$ cat config.mk
export PLATFORM = sky130hd
export DESIGN_NAME = sdpwm_top
export DESIGN_NICKNAME = d
export VERILOG_FILES = /design/src/pkg/sdpwm_pkg.sv /design/src/rtl/sdpwm_top.sv
export SDC_FILE = /design/constraint.sdc
export NUM_CORES = 1
export LEC_CHECK = 0
export BUFFER_PORTS_ARGS = -buffer_cell sky130_fd_sc_hd__buf_2
export CORE_ASPECT_RATIO = 0.75
export CORE_MARGIN = 3
export CORE_UTILIZATION = 40
export CTS_BUF_LIST = sky130_fd_sc_hd__clkbuf_2
export CTS_CLUSTER_SIZE = 40
export DETAILED_ROUTE_END_ITERATION = 8
export PLACE_DENSITY = 0.62
export RECOVER_POWER = 100
export SLEW_MARGIN = 20
export SYNTH_ARGS = -nofsm -noshare
export SYNTH_HDL_FRONTEND = slang
export SYNTH_SLANG_ARGS = --single-unit
$ cat constraint.sdc
create_clock -name pclk -period 5.9 [get_ports pclk]
set_clock_uncertainty 0.2 [all_clocks]
set_input_delay 0.885 -clock pclk [delete_from_list [all_inputs] [get_ports pclk]]
set_output_delay 0.885 -clock pclk [all_outputs]
set_load 0.01 [all_outputs]
$ cat src/pkg/sdpwm_pkg.sv
// Purpose: Shared constants for the subdivided PWM output block.
// Assumes: APB slave with 32-bit data, one aligned word per register.
// Notes: Offsets are byte addresses.
package sdpwm_pkg;
	localparam logic [11:0] DUTY_OFFS = 12'h000;
	localparam logic [11:0] CTRL_OFFS = 12'h004;
	localparam logic [11:0] PORT_OFFS = 12'h008;
	localparam logic [11:0] STAT_OFFS = 12'h00C;
	localparam int CTRL_MODE_BIT = 5;
	localparam int CTRL_FUNC_BIT = 3;
	localparam int PORT_DATA_BIT = 0;
	localparam int PORT_DIR_BIT = 1;
	localparam int PORT_PULL_BIT = 2;
	localparam logic [7:0] DUTY_RST = 8'h00;
	localparam logic [7:0] CTRL_RST = 8'h00;
	localparam logic [2:0] PORT_RST = 3'h2;
	localparam int PERIOD_CLKS = 256;
	localparam int SUB62_CLKS = 64;
	localparam int SUB71_CLKS = 128;
	typedef enum logic {SDPWM_MODE_62, SDPWM_MODE_71} sdpwm_mode_e;
	typedef struct packed {
		logic [7:0] duty;
		logic [7:0] ctrl;
		logic [2:0] port;
		logic [7:0] act_duty;
		sdpwm_mode_e act_mode;
		logic [7:0] cnt;
		logic wave;
		logic pin_in_s1;
		logic pin_in_s2;
		logic [31:0] prdata;
	} sdpwm_state_s;
endpackage : sdpwm_pkg

$ cat src/rtl/sdpwm_top.sv
// Purpose: Single-channel 8-bit PWM with 6+2 / 7+1 sub-cycle split, pin shared with a GPIO bit.
// Assumes: pclk is the system clock; software programs registers over APB.
// Notes: Mode and duty are latched at each full-period boundary so a period is never torn.
//
// Chosen here: the APB interface to the registers and the register offsets.
`timescale 1ns/1ps
module sdpwm_top
	import sdpwm_pkg::*;
(
	// APB
	input wire logic pclk,
	input wire logic presetn,
	input wire logic psel,
	input wire logic penable,
	input wire logic pwrite,
	input wire logic [11:0] paddr,
	input wire logic [31:0] pwdata,
	output logic [31:0] prdata,
	output logic pready,
	output logic pslverr,
	// Shared pin
	input wire logic pin_in,
	output logic pin_out,
	output logic pin_oe,
	output logic pin_pull_en
);
	sdpwm_state_s s_q, s_d;
	logic wr, rd, hit;
	logic [6:0] sub_pos;
	logic [1:0] sub_idx;
	logic [6:0] base;
	logic [1:0] extra;
	logic [7:0] high_len;
	logic func_on, dir_in;

	assign pready = 1'b1;
	assign wr = psel && penable && pwrite;
	assign rd = psel && !penable && !pwrite;
	assign hit = (paddr == DUTY_OFFS) || (paddr == CTRL_OFFS) || (paddr == PORT_OFFS) || (paddr == STAT_OFFS);
	// Unmapped addresses answer with an error so stray software is caught.
	assign pslverr = psel && penable && !hit;
	assign prdata = s_q.prdata;

	assign func_on = s_q.ctrl[CTRL_FUNC_BIT];
	assign dir_in = s_q.port[PORT_DIR_BIT];

	always_comb begin
		s_d = s_q;
		sub_pos = 7'h00;
		sub_idx = 2'h0;
		base = 7'h00;
		extra = 2'h0;
		high_len = 8'h00;
		if (wr && paddr == DUTY_OFFS) begin
			s_d.duty = pwdata[7:0];
		end
		if (wr && paddr == CTRL_OFFS) begin
			s_d.ctrl = pwdata[7:0];
		end
		if (wr && paddr == PORT_OFFS) begin
			s_d.port = pwdata[2:0];
		end
		if (rd) begin
			unique case (paddr)
				DUTY_OFFS: s_d.prdata = {24'h000000, s_q.duty};
				CTRL_OFFS: s_d.prdata = {24'h000000, s_q.ctrl};
				PORT_OFFS: s_d.prdata = {29'h00000000, s_q.port};
				STAT_OFFS: s_d.prdata = {22'h000000, s_q.pin_in_s2, s_q.wave, s_q.cnt};
				default: s_d.prdata = 32'h00000000;
			endcase
		end
		// Free-running period counter on the system clock; wraps every 256 clocks.
		s_d.cnt = s_q.cnt + 8'h01;
		if (s_q.act_mode == SDPWM_MODE_71) begin
			sub_pos = s_q.cnt[6:0];
			sub_idx = {1'b0, s_q.cnt[7]};
			base = s_q.act_duty[7:1];
			extra = {1'b0, s_q.act_duty[0]};
		end else begin
			sub_pos = {1'b0, s_q.cnt[5:0]};
			sub_idx = s_q.cnt[7:6];
			base = {1'b0, s_q.act_duty[7:2]};
			extra = s_q.act_duty[1:0];
		end
		high_len = {1'b0, base} + ((sub_idx < extra) ? 8'h01 : 8'h00);
		s_d.wave = ({1'b0, sub_pos} < high_len);
		// Latch duty and mode on the last clock so the next period starts cleanly.
		if (s_q.cnt == 8'(PERIOD_CLKS - 1)) begin
			s_d.act_duty = s_d.duty;
			s_d.act_mode = s_d.ctrl[CTRL_MODE_BIT] ? SDPWM_MODE_71 : SDPWM_MODE_62;
		end
		s_d.pin_in_s1 = pin_in;
		s_d.pin_in_s2 = s_q.pin_in_s1;
	end

	always_ff @(posedge pclk or negedge presetn) begin
		if (!presetn) begin
			s_q <= '{duty: DUTY_RST, ctrl: CTRL_RST, port: PORT_RST, act_duty: DUTY_RST,
				act_mode: SDPWM_MODE_62, cnt: 8'h00, wave: 1'b0, pin_in_s1: 1'b0,
				pin_in_s2: 1'b0, prdata: 32'h00000000};
		end else begin
			s_q <= s_d;
		end
	end

	// Pin mux: as a plain GPIO the data bit drives the pin when direction is output.
	assign pin_oe = !dir_in;
	assign pin_out = func_on ? (s_q.port[PORT_DATA_BIT] & s_q.wave) : s_q.port[PORT_DATA_BIT];
	assign pin_pull_en = dir_in & s_q.port[PORT_PULL_BIT];

	chk_gate_low: assert property (@(posedge pclk) disable iff (!presetn)
		(func_on && !s_q.port[PORT_DATA_BIT]) |-> !pin_out) else $error("pin not held low when gated off");
	chk_gate_pass: assert property (@(posedge pclk) disable iff (!presetn)
		(func_on && s_q.port[PORT_DATA_BIT]) |-> (pin_out == s_q.wave)) else $error("waveform not passed");
	chk_input_dir: assert property (@(posedge pclk) disable iff (!presetn)
		dir_in |-> !pin_oe) else $error("pin driven while set as input");
	chk_period_wrap: assert property (@(posedge pclk) disable iff (!presetn)
		(s_q.cnt == 8'hFF) |=> (s_q.cnt == 8'h00)) else $error("period not 256 clocks");
	chk_start_high: assert property (@(posedge pclk) disable iff (!presetn)
		(s_q.cnt == 8'h00 && s_q.act_duty >= 8'h04) |=> s_q.wave) else $error("sub-cycle not starting high");
	chk_zero_duty: assert property (@(posedge pclk) disable iff (!presetn)
		(s_q.act_duty == 8'h00 && $past(s_q.act_duty) == 8'h00) |-> !s_q.wave) else $error("wave high at zero duty");
	chk_duty_hold: assert property (@(posedge pclk) disable iff (!presetn)
		(s_q.cnt != 8'h00) |-> $stable(s_q.act_duty)) else $error("duty changed mid period");
	chk_mode_sel: assert property (@(posedge pclk) disable iff (!presetn)
		(s_q.cnt == 8'hFF) |=> (s_q.act_mode == (s_q.ctrl[CTRL_MODE_BIT] ? SDPWM_MODE_71 : SDPWM_MODE_62)))
		else $error("mode not taken at boundary");
	chk_extra_71: assert property (@(posedge pclk) disable iff (!presetn)
		(s_q.act_mode == SDPWM_MODE_71 && s_q.act_duty == 8'h01 && s_q.cnt == 8'h00) |=> s_q.wave ##1 !s_q.wave)
		else $error("seven-plus-one extra count wrong");

	// Reference view used only by the checks below.
	// It works from the period position by shifts and masks instead of the sub-cycle slices above.
	// A slip in either slicing then shows up as a mismatch rather than agreeing with itself.
	localparam int SPLIT62 = $clog2(PERIOD_CLKS / SUB62_CLKS);
	localparam int SPLIT71 = $clog2(PERIOD_CLKS / SUB71_CLKS);
	localparam int POS62 = $clog2(SUB62_CLKS);
	localparam int POS71 = $clog2(SUB71_CLKS);
	localparam logic [8:0] ONE9 = 9'h001;

	logic [8:0] ref_len;
	logic [8:0] ref_div;
	logic [8:0] ref_pos;
	logic [8:0] ref_idx;
	logic [8:0] ref_base;
	logic [8:0] ref_extra;
	logic [8:0] ref_high;
	logic ref_wave;

	always_comb begin
		ref_len = 9'(SUB62_CLKS);
		ref_div = 9'(PERIOD_CLKS / SUB62_CLKS);
		ref_idx = 9'({1'b0, s_q.cnt} >> POS62);
		ref_base = 9'({1'b0, s_q.act_duty} >> SPLIT62);
		if (s_q.act_mode == SDPWM_MODE_71) begin
			ref_len = 9'(SUB71_CLKS);
			ref_div = 9'(PERIOD_CLKS / SUB71_CLKS);
			ref_idx = 9'({1'b0, s_q.cnt} >> POS71);
			ref_base = 9'({1'b0, s_q.act_duty} >> SPLIT71);
		end
		ref_pos = {1'b0, s_q.cnt} & (ref_len - ONE9);
		ref_extra = {1'b0, s_q.act_duty} & (ref_div - ONE9);
		ref_high = ref_base + ((ref_idx < ref_extra) ? ONE9 : 9'h000);
		ref_wave = (ref_pos < ref_high);
	end

	// Register bus checks: zero wait, error only on unmapped offsets, writes land at the access edge.
	chk_ready_const: assert property (@(posedge pclk) disable iff (!presetn)
		pready)
		else $error("ready dropped");

	chk_slverr_map: assert property (@(posedge pclk) disable iff (!presetn)
		(psel && penable && hit) |-> !pslverr)
		else $error("error on mapped offset");

	chk_slverr_miss: assert property (@(posedge pclk) disable iff (!presetn)
		(psel && penable && !hit) |-> pslverr)
		else $error("no error on unmapped offset");

	chk_duty_write: assert property (@(posedge pclk) disable iff (!presetn)
		(psel && penable && pwrite && paddr == DUTY_OFFS) |=> (s_q.duty == $past(pwdata[7:0])))
		else $error("duty write lost");

	chk_ctrl_write: assert property (@(posedge pclk) disable iff (!presetn)
		(psel && penable && pwrite && paddr == CTRL_OFFS) |=> (s_q.ctrl == $past(pwdata[7:0])))
		else $error("control write lost");

	chk_port_write: assert property (@(posedge pclk) disable iff (!presetn)
		(psel && penable && pwrite && paddr == PORT_OFFS) |=> (s_q.port == $past(pwdata[2:0])))
		else $error("port write lost");

	chk_miss_nowrite: assert property (@(posedge pclk) disable iff (!presetn)
		(psel && penable && pwrite && !hit) |=> ($stable(s_q.duty) && $stable(s_q.ctrl) && $stable(s_q.port)))
		else $error("unmapped write changed a register");

	chk_read_duty: assert property (@(posedge pclk) disable iff (!presetn)
		(psel && !penable && !pwrite && paddr == DUTY_OFFS) |=> (prdata == {24'h000000, $past(s_q.duty)}))
		else $error("duty read wrong");

	chk_read_ctrl: assert property (@(posedge pclk) disable iff (!presetn)
		(psel && !penable && !pwrite && paddr == CTRL_OFFS) |=> (prdata == {24'h000000, $past(s_q.ctrl)}))
		else $error("control read wrong");

	// Period counter and boundary checks.
	chk_cnt_step: assert property (@(posedge pclk) disable iff (!presetn)
		1'b1 |=> (s_q.cnt == 8'($past(s_q.cnt) + 8'h01)))
		else $error("counter skipped a clock");

	chk_mode_hold: assert property (@(posedge pclk) disable iff (!presetn)
		(s_q.cnt != 8'h00) |-> $stable(s_q.act_mode))
		else $error("mode changed mid period");

	chk_duty_take: assert property (@(posedge pclk) disable iff (!presetn)
		(s_q.cnt == 8'hFF) |=> (s_q.act_duty == s_q.duty))
		else $error("duty not taken at boundary");

	// Slicing checks against the reference view.
	chk_pos_62: assert property (@(posedge pclk) disable iff (!presetn)
		(s_q.act_mode == SDPWM_MODE_62) |-> ({2'b00, sub_pos} == ref_pos))
		else $error("six-plus-two position wrong");

	chk_pos_71: assert property (@(posedge pclk) disable iff (!presetn)
		(s_q.act_mode == SDPWM_MODE_71) |-> ({2'b00, sub_pos} == ref_pos))
		else $error("seven-plus-one position wrong");

	chk_idx_sub: assert property (@(posedge pclk) disable iff (!presetn)
		({7'h00, sub_idx} == ref_idx))
		else $error("sub-cycle index wrong");

	chk_base_62: assert property (@(posedge pclk) disable iff (!presetn)
		(s_q.act_mode == SDPWM_MODE_62) |-> ({2'b00, base} == ref_base))
		else $error("six-plus-two base wrong");

	chk_base_71: assert property (@(posedge pclk) disable iff (!presetn)
		(s_q.act_mode == SDPWM_MODE_71) |-> ({2'b00, base} == ref_base))
		else $error("seven-plus-one base wrong");

	chk_extra_62: assert property (@(posedge pclk) disable iff (!presetn)
		(s_q.act_mode == SDPWM_MODE_62) |-> ({7'h00, extra} == ref_extra))
		else $error("six-plus-two extra wrong");

	chk_extra_val71: assert property (@(posedge pclk) disable iff (!presetn)
		(s_q.act_mode == SDPWM_MODE_71) |-> ({7'h00, extra} == ref_extra))
		else $error("seven-plus-one extra wrong");

	chk_ref_wave: assert property (@(posedge pclk) disable iff (!presetn)
		1'b1 |=> (s_q.wave == $past(ref_wave)))
		else $error("waveform differs from reference");

	chk_sub_start: assert property (@(posedge pclk) disable iff (!presetn)
		(ref_pos == 9'h000 && ref_high != 9'h000) |=> s_q.wave)
		else $error("non-empty sub-cycle not starting high");

	chk_high_range: assert property (@(posedge pclk) disable iff (!presetn)
		({1'b0, high_len} <= ref_len))
		else $error("high time longer than sub-cycle");

	// Pin mux checks.
	chk_func_off: assert property (@(posedge pclk) disable iff (!presetn)
		!func_on |-> (pin_out == s_q.port[PORT_DATA_BIT]))
		else $error("plain output not following data bit");

	chk_oe_output: assert property (@(posedge pclk) disable iff (!presetn)
		!dir_in |-> (pin_oe && !pin_pull_en))
		else $error("output pin not driven or pulled");

	chk_pull_input: assert property (@(posedge pclk) disable iff (!presetn)
		dir_in |-> (pin_pull_en == s_q.port[PORT_PULL_BIT]))
		else $error("pull-high not following its bit");

	chk_sync_pin: assert property (@(posedge pclk) disable iff (!presetn)
		1'b1 |=> (s_q.pin_in_s2 == $past(s_q.pin_in_s1)))
		else $error("pin synchroniser skipped a stage");

	cov_mode_71: cover property (@(posedge pclk) disable iff (!presetn) s_q.act_mode == SDPWM_MODE_71 && s_q.wave);
	cov_mode_62: cover property (@(posedge pclk) disable iff (!presetn) s_q.act_mode == SDPWM_MODE_62 && s_q.wave);
	cov_pin_on: cover property (@(posedge pclk) disable iff (!presetn) func_on && pin_oe && pin_out);
	cov_extra_62: cover property (@(posedge pclk) disable iff (!presetn)
		s_q.act_mode == SDPWM_MODE_62 && s_q.act_duty[1:0] == 2'h3 && s_q.wave);
	cov_gate_off: cover property (@(posedge pclk) disable iff (!presetn)
		func_on && !s_q.port[PORT_DATA_BIT] && s_q.wave);
endmodule : sdpwm_top

==> PnR_summary.wiki, run 1 <==
{| class="wikitable"
! Metric !! Value
|-
| Post-Route Setup TNS || 0 ns
|-
| Post-synthesis async set-or-reset flop share || 100%
|-
| 1st-pass router iterations || 4
|-
| Static leakage power || 0.00138 uW
|-
| Clock root cell || clkbuf_2
|-
| Aggregate global-route resource usage || 14.4%
|-
| Period utilization || 61.6%
|-
| Register clock-pin slew on the reported worst setup and hold paths || 0.26 ns
|-
| Multi-input gate area in the final layout || 1360 um2
|-
| Die height || 79.4 um
|-
| Switching portion of total power || 26.4%
|-
| Arr. time, crit path || 3.82 ns
|-
| Sum of routed wire length over all layers || 5760 um
|-
| Power density cells || 173 nW/um2
|-
| Power after layout || 510 uW
|-
| Post-CTS Setup Inserts || 0
|-
| Clock tree from TritonCTS || built
|-
| Number of different library cells in the post-synthesis netlist || 37
|-
| Final number of max-transition violations || 50
|-
| Placer Congestion || 0.835
|-
| Fillers || 694
|-
| HPWL after DPL || 4260 um
|-
| Net load switching power || 135 uW
|-
| Hold-fix buffer count after cts || 0
|-
| Data required time of the worst path || 6.08 ns
|-
| Critical path endpoint category || register
|-
| Post-CTS sizing || 0
|-
| Global-route wire length before repair || 9300 um
|-
| Max-slew headroom || -74.5%
|-
| GR Overflow Total || 0
|-
| Vias post-DR || 1846
|-
| Die Area || 8240 um2
|-
| Fraction of layout instances using a drive strength above 1 || 24.5%
|-
| Number of enable-type register cells in the synthesized netlist || 0
|-
| Cells taking the most area after synthesis || dfrtp_1, mux2_2, buf_4
|-
| Top-area cell type share of the netlist area || 41.8%
|-
| Clock group share of total power || 26.7%
|-
| Least-Margin Pin Slew || 2.62 ns
|-
| Antenna diode count || 0
|-
| Area added between synthesis and finish || 2.62%
|-
| Width of the chip || 104 um
|-
| Mapped Area || 2870 um2
|-
| Power share of the sequential group || 66.2%
|-
| Run status || finished, violations left
|-
| Violations in the final reports || capacitance limit, slew limit
|-
| Type of the tightest min-delay check || reg2reg
|-
| Critical path class || reg2reg
|-
| Number of levels in the clock H-tree || 2
|-
| Critical path startpoint category || register
|-
| Gate power share || 7.1%
|-
| Number of input and output port buffers inserted || 39
|-
| Vias in the first global route || 1711
|-
| Highest-count cells in the layout ignoring fill and taps || dfrtp_1, mux2_2, buf_2
|-
| Count of antenna-violating nets left after detailed routing || 0
|-
| Initial antenna violation count || 0
|-
| Boundary pin count || 87
|-
| Number of standard-cell rows in the floorplan || 26
|-
| Fin. Hold Viols || 0
|-
| Sequential element share of the synthesized area || 42.8%
|-
| Top achievable clock speed || 275 MHz
|-
| Floorplan Core Area || 6900 um2
|-
| Sequential Area || 1230 um2
|-
| Minimum period implied by the final worst setup slack || 3.64 ns
|-
| Average via count per standard cell || 4.86
|-
| Total setup violations reported at the end of the flow || 0
|-
| NumNets Final || 341
|-
| CTS Buffer Depth || 2
|-
| Post-synthesis average cell area || 11.2 um2
|-
| Unrepaired setup endpoints after global routing || no
|-
| Most used flip-flop cell after synthesis || dfrtp_1
|-
| Clock buffers created by TritonCTS || 5
|-
| Residual DRC || 0
|-
| Instance count of the mapped netlist || 256
|-
| Peak fanout along the critical path || 17
|-
| Internal power summed over all cells || 375 uW
|-
| Most common cell after layout, fill and taps aside || dfrtp_1
|-
| 1st-iter DRT viols || 76
|-
| Detailed-route wire length per cell || 15.2 um
|-
| Number of clock sinks || 49
|-
| Pin count of the biggest net entering global routing || 50
|-
| Max-cap violation count || 1
|-
| Initial core utilization || 41.6%
|-
| #FFs+latches synth || 49
|-
| Insertion delay to the later sink of the worst-skew pair || 0.44 ns
|-
| IR Drop Worst-Case VDD || 76.2 uV
|-
| Cell accounting for the most synthesized area || dfrtp_1
|-
| YS warnings || 0
|}
[synthesized netlist by cell type, drive strengths merged (2+ instances only)]
master / count
nor3b: 2
a22oi: 8
dfrtp: 48
a21o: 2
nor2: 4
o21ai: 5
nor3: 2
nand2: 20
buf: 35
conb: 2
and2: 3
o31ai: 10
mux2: 39
nand4: 5
and3: 3
nor4: 2
a21oi: 4
xnor2: 8
nor2b: 2
clkbuf: 8
mux2i: 5
inv: 4
nand3: 11
ha: 10
xor2: 6
[power groups by stage]
stage          registers [uW]  clock network, uW  logic [uW]
3_3_place_gp              343                  0        38.6
3_5_place_dp              343                  0        39.5
5_1_grt                   338                158        40.7
6_report                  338                136        36.4
2_1_floorplan             343                  0        29.3
4_1_cts                   338                142        39.6
[per-stage QoR]
step                instances  hold slack [ns]  cell area (um2)  setup slack, ns  utilization, %
finish                    380            0.186             2950             2.26            42.7
floorplan                 277            0.131             2950             2.61               -
global route              380            0.198             2950             1.98            42.7
global placement          372            0.135             2980             2.40            43.3
detailed placement        372            0.144             2980             2.33            43.3
CTS                       380            0.191             3030             2.28            43.9
[layer usage]
metal  up-vias  share of wire, %  global-route usage, %  routed length, um
li1        900                 -                      -                  -
met1       899                54                   22.3               3120
met2        40                41                   20.0               2370
met3         7               4.0                   3.82                233
met4         0              0.76                   2.79                 44
met5         -                 0                      0                  0
[flip-flops by register name, indices dropped and copies added, names as in the netlist]
| register | cells |
|---|---|
| prdata | 10 |
| s_d | 1 |
| s_q | 36 |
| dir_in | 1 |
| func_on | 1 |
[final cells by class]
type | count | area share (%)
clock buffer | 5 | 0.850
multi-input combinational | 181 | 46.0
clock inverter | 3 | 0.595
sequential | 49 | 41.7
timing repair buffer | 40 | 6.16
tap | 98 | 4.16
inverter | 4 | 0.510
[cell families after synthesis]
| kind of cell | after synthesis | share of synthesized area [%] |
|---|---|---|
| adder cells (fa/ha/maj) | 10 | 4.36 |
| AND/OR/NAND/NOR | 59 | 13.2 |
| XOR/XNOR | 14 | 4.27 |
| AO/OA/AOI/OAI | 31 | 7.37 |
| buffers and inverters | 47 | 10.6 |
| other | 2 | 0.262 |
| flip-flops | 49 | 42.8 |
| multiplexers | 44 | 17.2 |
[critical path, cell delays in order (launching register included)]
cell	delay (ns)
dfrtp_1	0.76
nor2b_1	0.10
ha_1	0.31
a21oi_1	0.20
ha_1	0.22
nand3_1	0.14
nor3b_1	0.38
xnor2_1	0.17
mux2i_1	0.11
ha_1	0.34
and4_1	0.21
a221oi_1	0.27
a21o_1	0.19
[path summary, 6_finish.rpt]
| check | start | endpoint | slack [ns] | cells past startpoint |
|---|---|---|---|---|
| max | s_q[43] | s_q[34] | 2.26 | 12 |
| min | s_d[32] | s_q[32] | 0.19 | 0 |
| max reg2reg | s_q[43] | s_q[34] | 2.26 | 12 |
| min reg2reg | s_d[32] | s_q[32] | 0.19 | 0 |
| max in group asynchronous | presetn | s_q[70] | 2.91 | 2 |
| min in group asynchronous | presetn | func_on | 1.12 | 2 |
Note: power is estimated with default switching activity, not from simulation.
==> run 2, diff against run 1 <==
--- a/config.mk
+++ b/config.mk
@@ -5,6 +5,7 @@
 export SDC_FILE = /design/constraint.sdc
 export NUM_CORES = 1
 export LEC_CHECK = 0
+export ABC_AREA = 1
 export BUFFER_PORTS_ARGS = -buffer_cell sky130_fd_sc_hd__buf_2
 export CORE_ASPECT_RATIO = 0.75
 export CORE_MARGIN = 3
@@ -12,7 +13,7 @@
 export CTS_BUF_LIST = sky130_fd_sc_hd__clkbuf_2
 export CTS_CLUSTER_SIZE = 40
 export DETAILED_ROUTE_END_ITERATION = 8
-export PLACE_DENSITY = 0.62
+export PLACE_DENSITY = 0.61
 export RECOVER_POWER = 100
 export SLEW_MARGIN = 20
 export SYNTH_ARGS = -nofsm -noshare
==> constraint.sdc (replaced) <==
create_clock -name pclk -period 3.5 [get_ports pclk]
set_clock_uncertainty 0.2 [all_clocks]
set_input_delay 0.525 -clock pclk [delete_from_list [all_inputs] [get_ports pclk]]
set_output_delay 0.525 -clock pclk [all_outputs]
set_load 0.01 [all_outputs]
==> run 2 against run 1 <==
The run still ends with capacitance limit, slew limit left. Fmax grew 19%. Sequential power grew 68%. Clock power grew 67%. Non-clock buffer count grew 4. Setup slack lost 1.8 ns. Area after synthesis grew 4.6%. Flip-flop and latch count is the same.
==> PnR_summary.wiki, run 2 <==
{| class="wikitable"
! Metric !! Value
|-
| Critical path endpoint category || register
|-
| Die height || 81.0 um
|-
| Met3 demand-to-capacity share in global routing || 3.34%
|-
| Width of the chip || 106 um
|-
| Most used flip-flop cell after synthesis || dfrtp_1
|-
| Top achievable clock speed || 327 MHz
|-
| Max-slew headroom || -34.7%
|-
| Post-CTS sizing || 0
|-
| Static leakage power || 0.00165 uW
|-
| Count of antenna-violating nets left after detailed routing || 0
|-
| Max-cap violation count || 1
|-
| IR Drop Worst-Case VDD || 143 uV
|-
| Initial antenna violation count || 0
|-
| Delay of the slowest cell on the worst path || 0.68 ns
|-
| Number of levels in the clock H-tree || 2
|-
| Area added between synthesis and finish || 3.75%
|-
| NumNets Final || 473
|-
| Instance count of the mapped netlist || 383
|-
| Max reg flops || 36
|-
| Critical-path cell list || inv_1 > nand2_1 > ha_1 > a21oi_1 > ha_1 > and2_1 > nand3_1 > xnor2_1 > ha_1 > a21oi_1 > nor2_1 > o21ai_0 > nand2_1 > inv_1
|-
| Minimum period implied by the final worst setup slack || 3.06 ns
|-
| Top reg by flops || s_q
|-
| Vias post-DR || 2357
|-
| Cells taking the most area after synthesis || dfrtp_1, nand2_1, buf_4
|-
| Top-area cell type share of the netlist area || 40.0%
|-
| YS warnings || 0
|-
| Unrepaired setup endpoints after global routing || no
|-
| Vias in the first global route || 2186
|-
| Average via count per standard cell || 4.60
|-
| Fraction of layout instances using a drive strength above 1 || 10.6%
|-
| Setup WS pre-CTS || 0.490 ns
|-
| #FFs+latches synth || 49
|-
| Residual DRC || 0
|-
| Register clock-pin slew on the reported worst setup and hold paths || 0.24 ns
|-
| Pin count of the biggest net entering global routing || 38
|-
| Final number of max-transition violations || 38
|-
| Placer Congestion || 0.832
|-
| Clock root cell || clkbuf_2
|-
| Cell type of the slowest stage on the worst timing path || dfrtp_1
|-
| Met2 Track Usage GR || 22.6%
|-
| Sequential element share of the synthesized area || 40.9%
|-
| Post-synthesis average cell area || 7.84 um2
|-
| Most common cell after layout, fill and taps aside || nand2_1
|-
| Clock tree from TritonCTS || built
|-
| Mapped Area || 3000 um2
|-
| Highest-count cells in the layout ignoring fill and taps || nand2_1, nand3_1, dfrtp_1
|-
| Peak fanout along the critical path || 17
|-
| GR Overflow Total || 0
|-
| Global-route wire length before repair || 10800 um
|-
| Top post-synthesis cells by count || nand2_1, dfrtp_1, nand3_1
|-
| 1st-iter DRT viols || 160
|-
| Post-Route Setup TNS || 0 ns
|-
| Smallest setup slack after layout || 0.441 ns
|-
| Number of different library cells in the post-synthesis netlist || 35
|-
| Fin. Hold Viols || 0
|-
| Number of enable-type register cells in the synthesized netlist || 0
|-
| Boundary pin count || 87
|-
| Total setup violations reported at the end of the flow || 0
|-
| Sum of routed wire length over all layers || 6500 um
|-
| CTS Buffer Depth || 2
|-
| Critical path class || reg2reg
|-
| Most Used Layer, Global Route || met1
|-
| Initial core utilization || 42.7%
|-
| Floorplan Core Area || 7030 um2
|-
| Number of standard-cell rows in the floorplan || 26
|-
| Post-synthesis async set-or-reset flop share || 100%
|-
| Insertion delay to the later sink of the worst-skew pair || 0.42 ns
|-
| Number of clock sinks || 49
|-
| Period utilization || 87.4%
|-
| Violations in the final reports || capacitance limit, slew limit
|-
| Least-Margin Pin Slew || 2.02 ns
|-
| Run status || finished, violations left
|-
| Clock buffers created by TritonCTS || 5
|-
| Type of the tightest min-delay check || in2reg
|-
| Arr. time, crit path || 3.23 ns
|-
| HPWL after DPL || 5010 um
|-
| Library cell appearing most often on the critical path || ha_1
|-
| 1st-pass router iterations || 4
|-
| Cell accounting for the most synthesized area || dfrtp_1
|-
| Number of input and output port buffers inserted || 39
|-
| Startpoint of the worst-slack reg-to-reg timing path || s_q[43]
|-
| Met1 track demand over resource || 24.8%
|-
| Count leader, synth || nand2_1
|-
| Die Area || 8590 um2
|-
| Antenna diode count || 0
|-
| Worst setup startpoint || s_q[43]
|-
| Aggregate global-route resource usage || 15.8%
|-
| Power density cells || 275 nW/um2
|-
| Critical path startpoint category || register
|-
| Data required time of the worst path || 3.67 ns
|-
| Critical hold path startpoint || pwdata[6]
|-
| Detailed-route wire length per cell || 12.7 um
|}
[run 2: changes by cell type after synthesis, sizes merged, moves of 9 or more]
cell,previous run,this run
o21ai,5,25
inv,4,43
mux2,39,0
nand2,20,105
nand3,11,51
nor2,4,23
o31ai,10,1
[run 2: power breakdown]
part,switching (uW),internal (uW),leakage [uW],total (uW)
Sequential,0.524,569,0.000563,569
Combinational,45.3,16.6,0.00105,61.9
Clock,172,54.5,0.0000330,227
[run 2: per-layer routing]
layer  up-vias  share of wire [%]
li1       1213                  -
met1      1088                 54
met2        50                 40
met3         6                5.9
met4         0               0.48
met5         -                  0
[run 2: path summary, 6_finish.rpt]
check                          end  slack [ns]  cells past startpoint
max                        s_q[34]        0.44                     14
min                        s_q[69]        0.11                      2
max reg2reg                s_q[34]        0.44                     14
min reg2reg                s_q[32]        0.18                      0
max in group asynchronous  s_q[68]        0.68                      3
min in group asynchronous  s_q[43]        0.99                      2
[run 2: timing repair]
action                    4_1_cts  5_1_grt
setup buffers                   0        0
hold buffers                    2        0
hold endpoints to repair       12        0
[run 2: cells by family (layout without fill, tap and decap cells)]
group / Yosys count / count (layout) / share of synthesized area, %
AO/OA/AOI/OAI: 40 / 40 / 7.71
XOR/XNOR: 10 / 10 / 2.92
adder cells (fa/ha/maj): 10 / 10 / 4.17
buffers and inverters: 86 / 96 / 16.0
flip-flops: 49 / 49 / 40.9
other: 2 / 23 / 0.250
AND/OR/NAND/NOR: 186 / 186 / 28.0
[run 2: area by class of cell]
class,count,area (um2)
fill,752,3910
multi-input combinational,269,1340
sequential,49,1230
timing repair buffer,44,216
inverter,44,166
tap,98,123
clock buffer,7,35.0
clock inverter,1,5.00
[run 2: worst max-delay path, delay by kind of cell, from the launching register on]
| kind | cells | cell delay (ns) |
|---|---|---|
| buffers and inverters | 2 | 0.18 |
| and+or+nand+nor | 5 | 0.56 |
| AOI/OAI and AO/OA | 3 | 0.49 |
| DFF | 1 | 0.68 |
| adders and majority gates | 3 | 0.67 |
| xor gates and xnor gates | 1 | 0.22 |
[run 2: stage by stage]
stage               util [%]  cells  power [uW]  cell area, um2  hold slack [ns]
floorplan                  -    404         626            3080           0.0294
global placement        44.2    502         640            3110            0.136
detailed placement      44.2    502         641            3110            0.137
CTS                     45.0    512         870            3170           0.0959
global route            44.3    512         902            3110           0.0769
finish                  44.3    512         858            3110            0.110
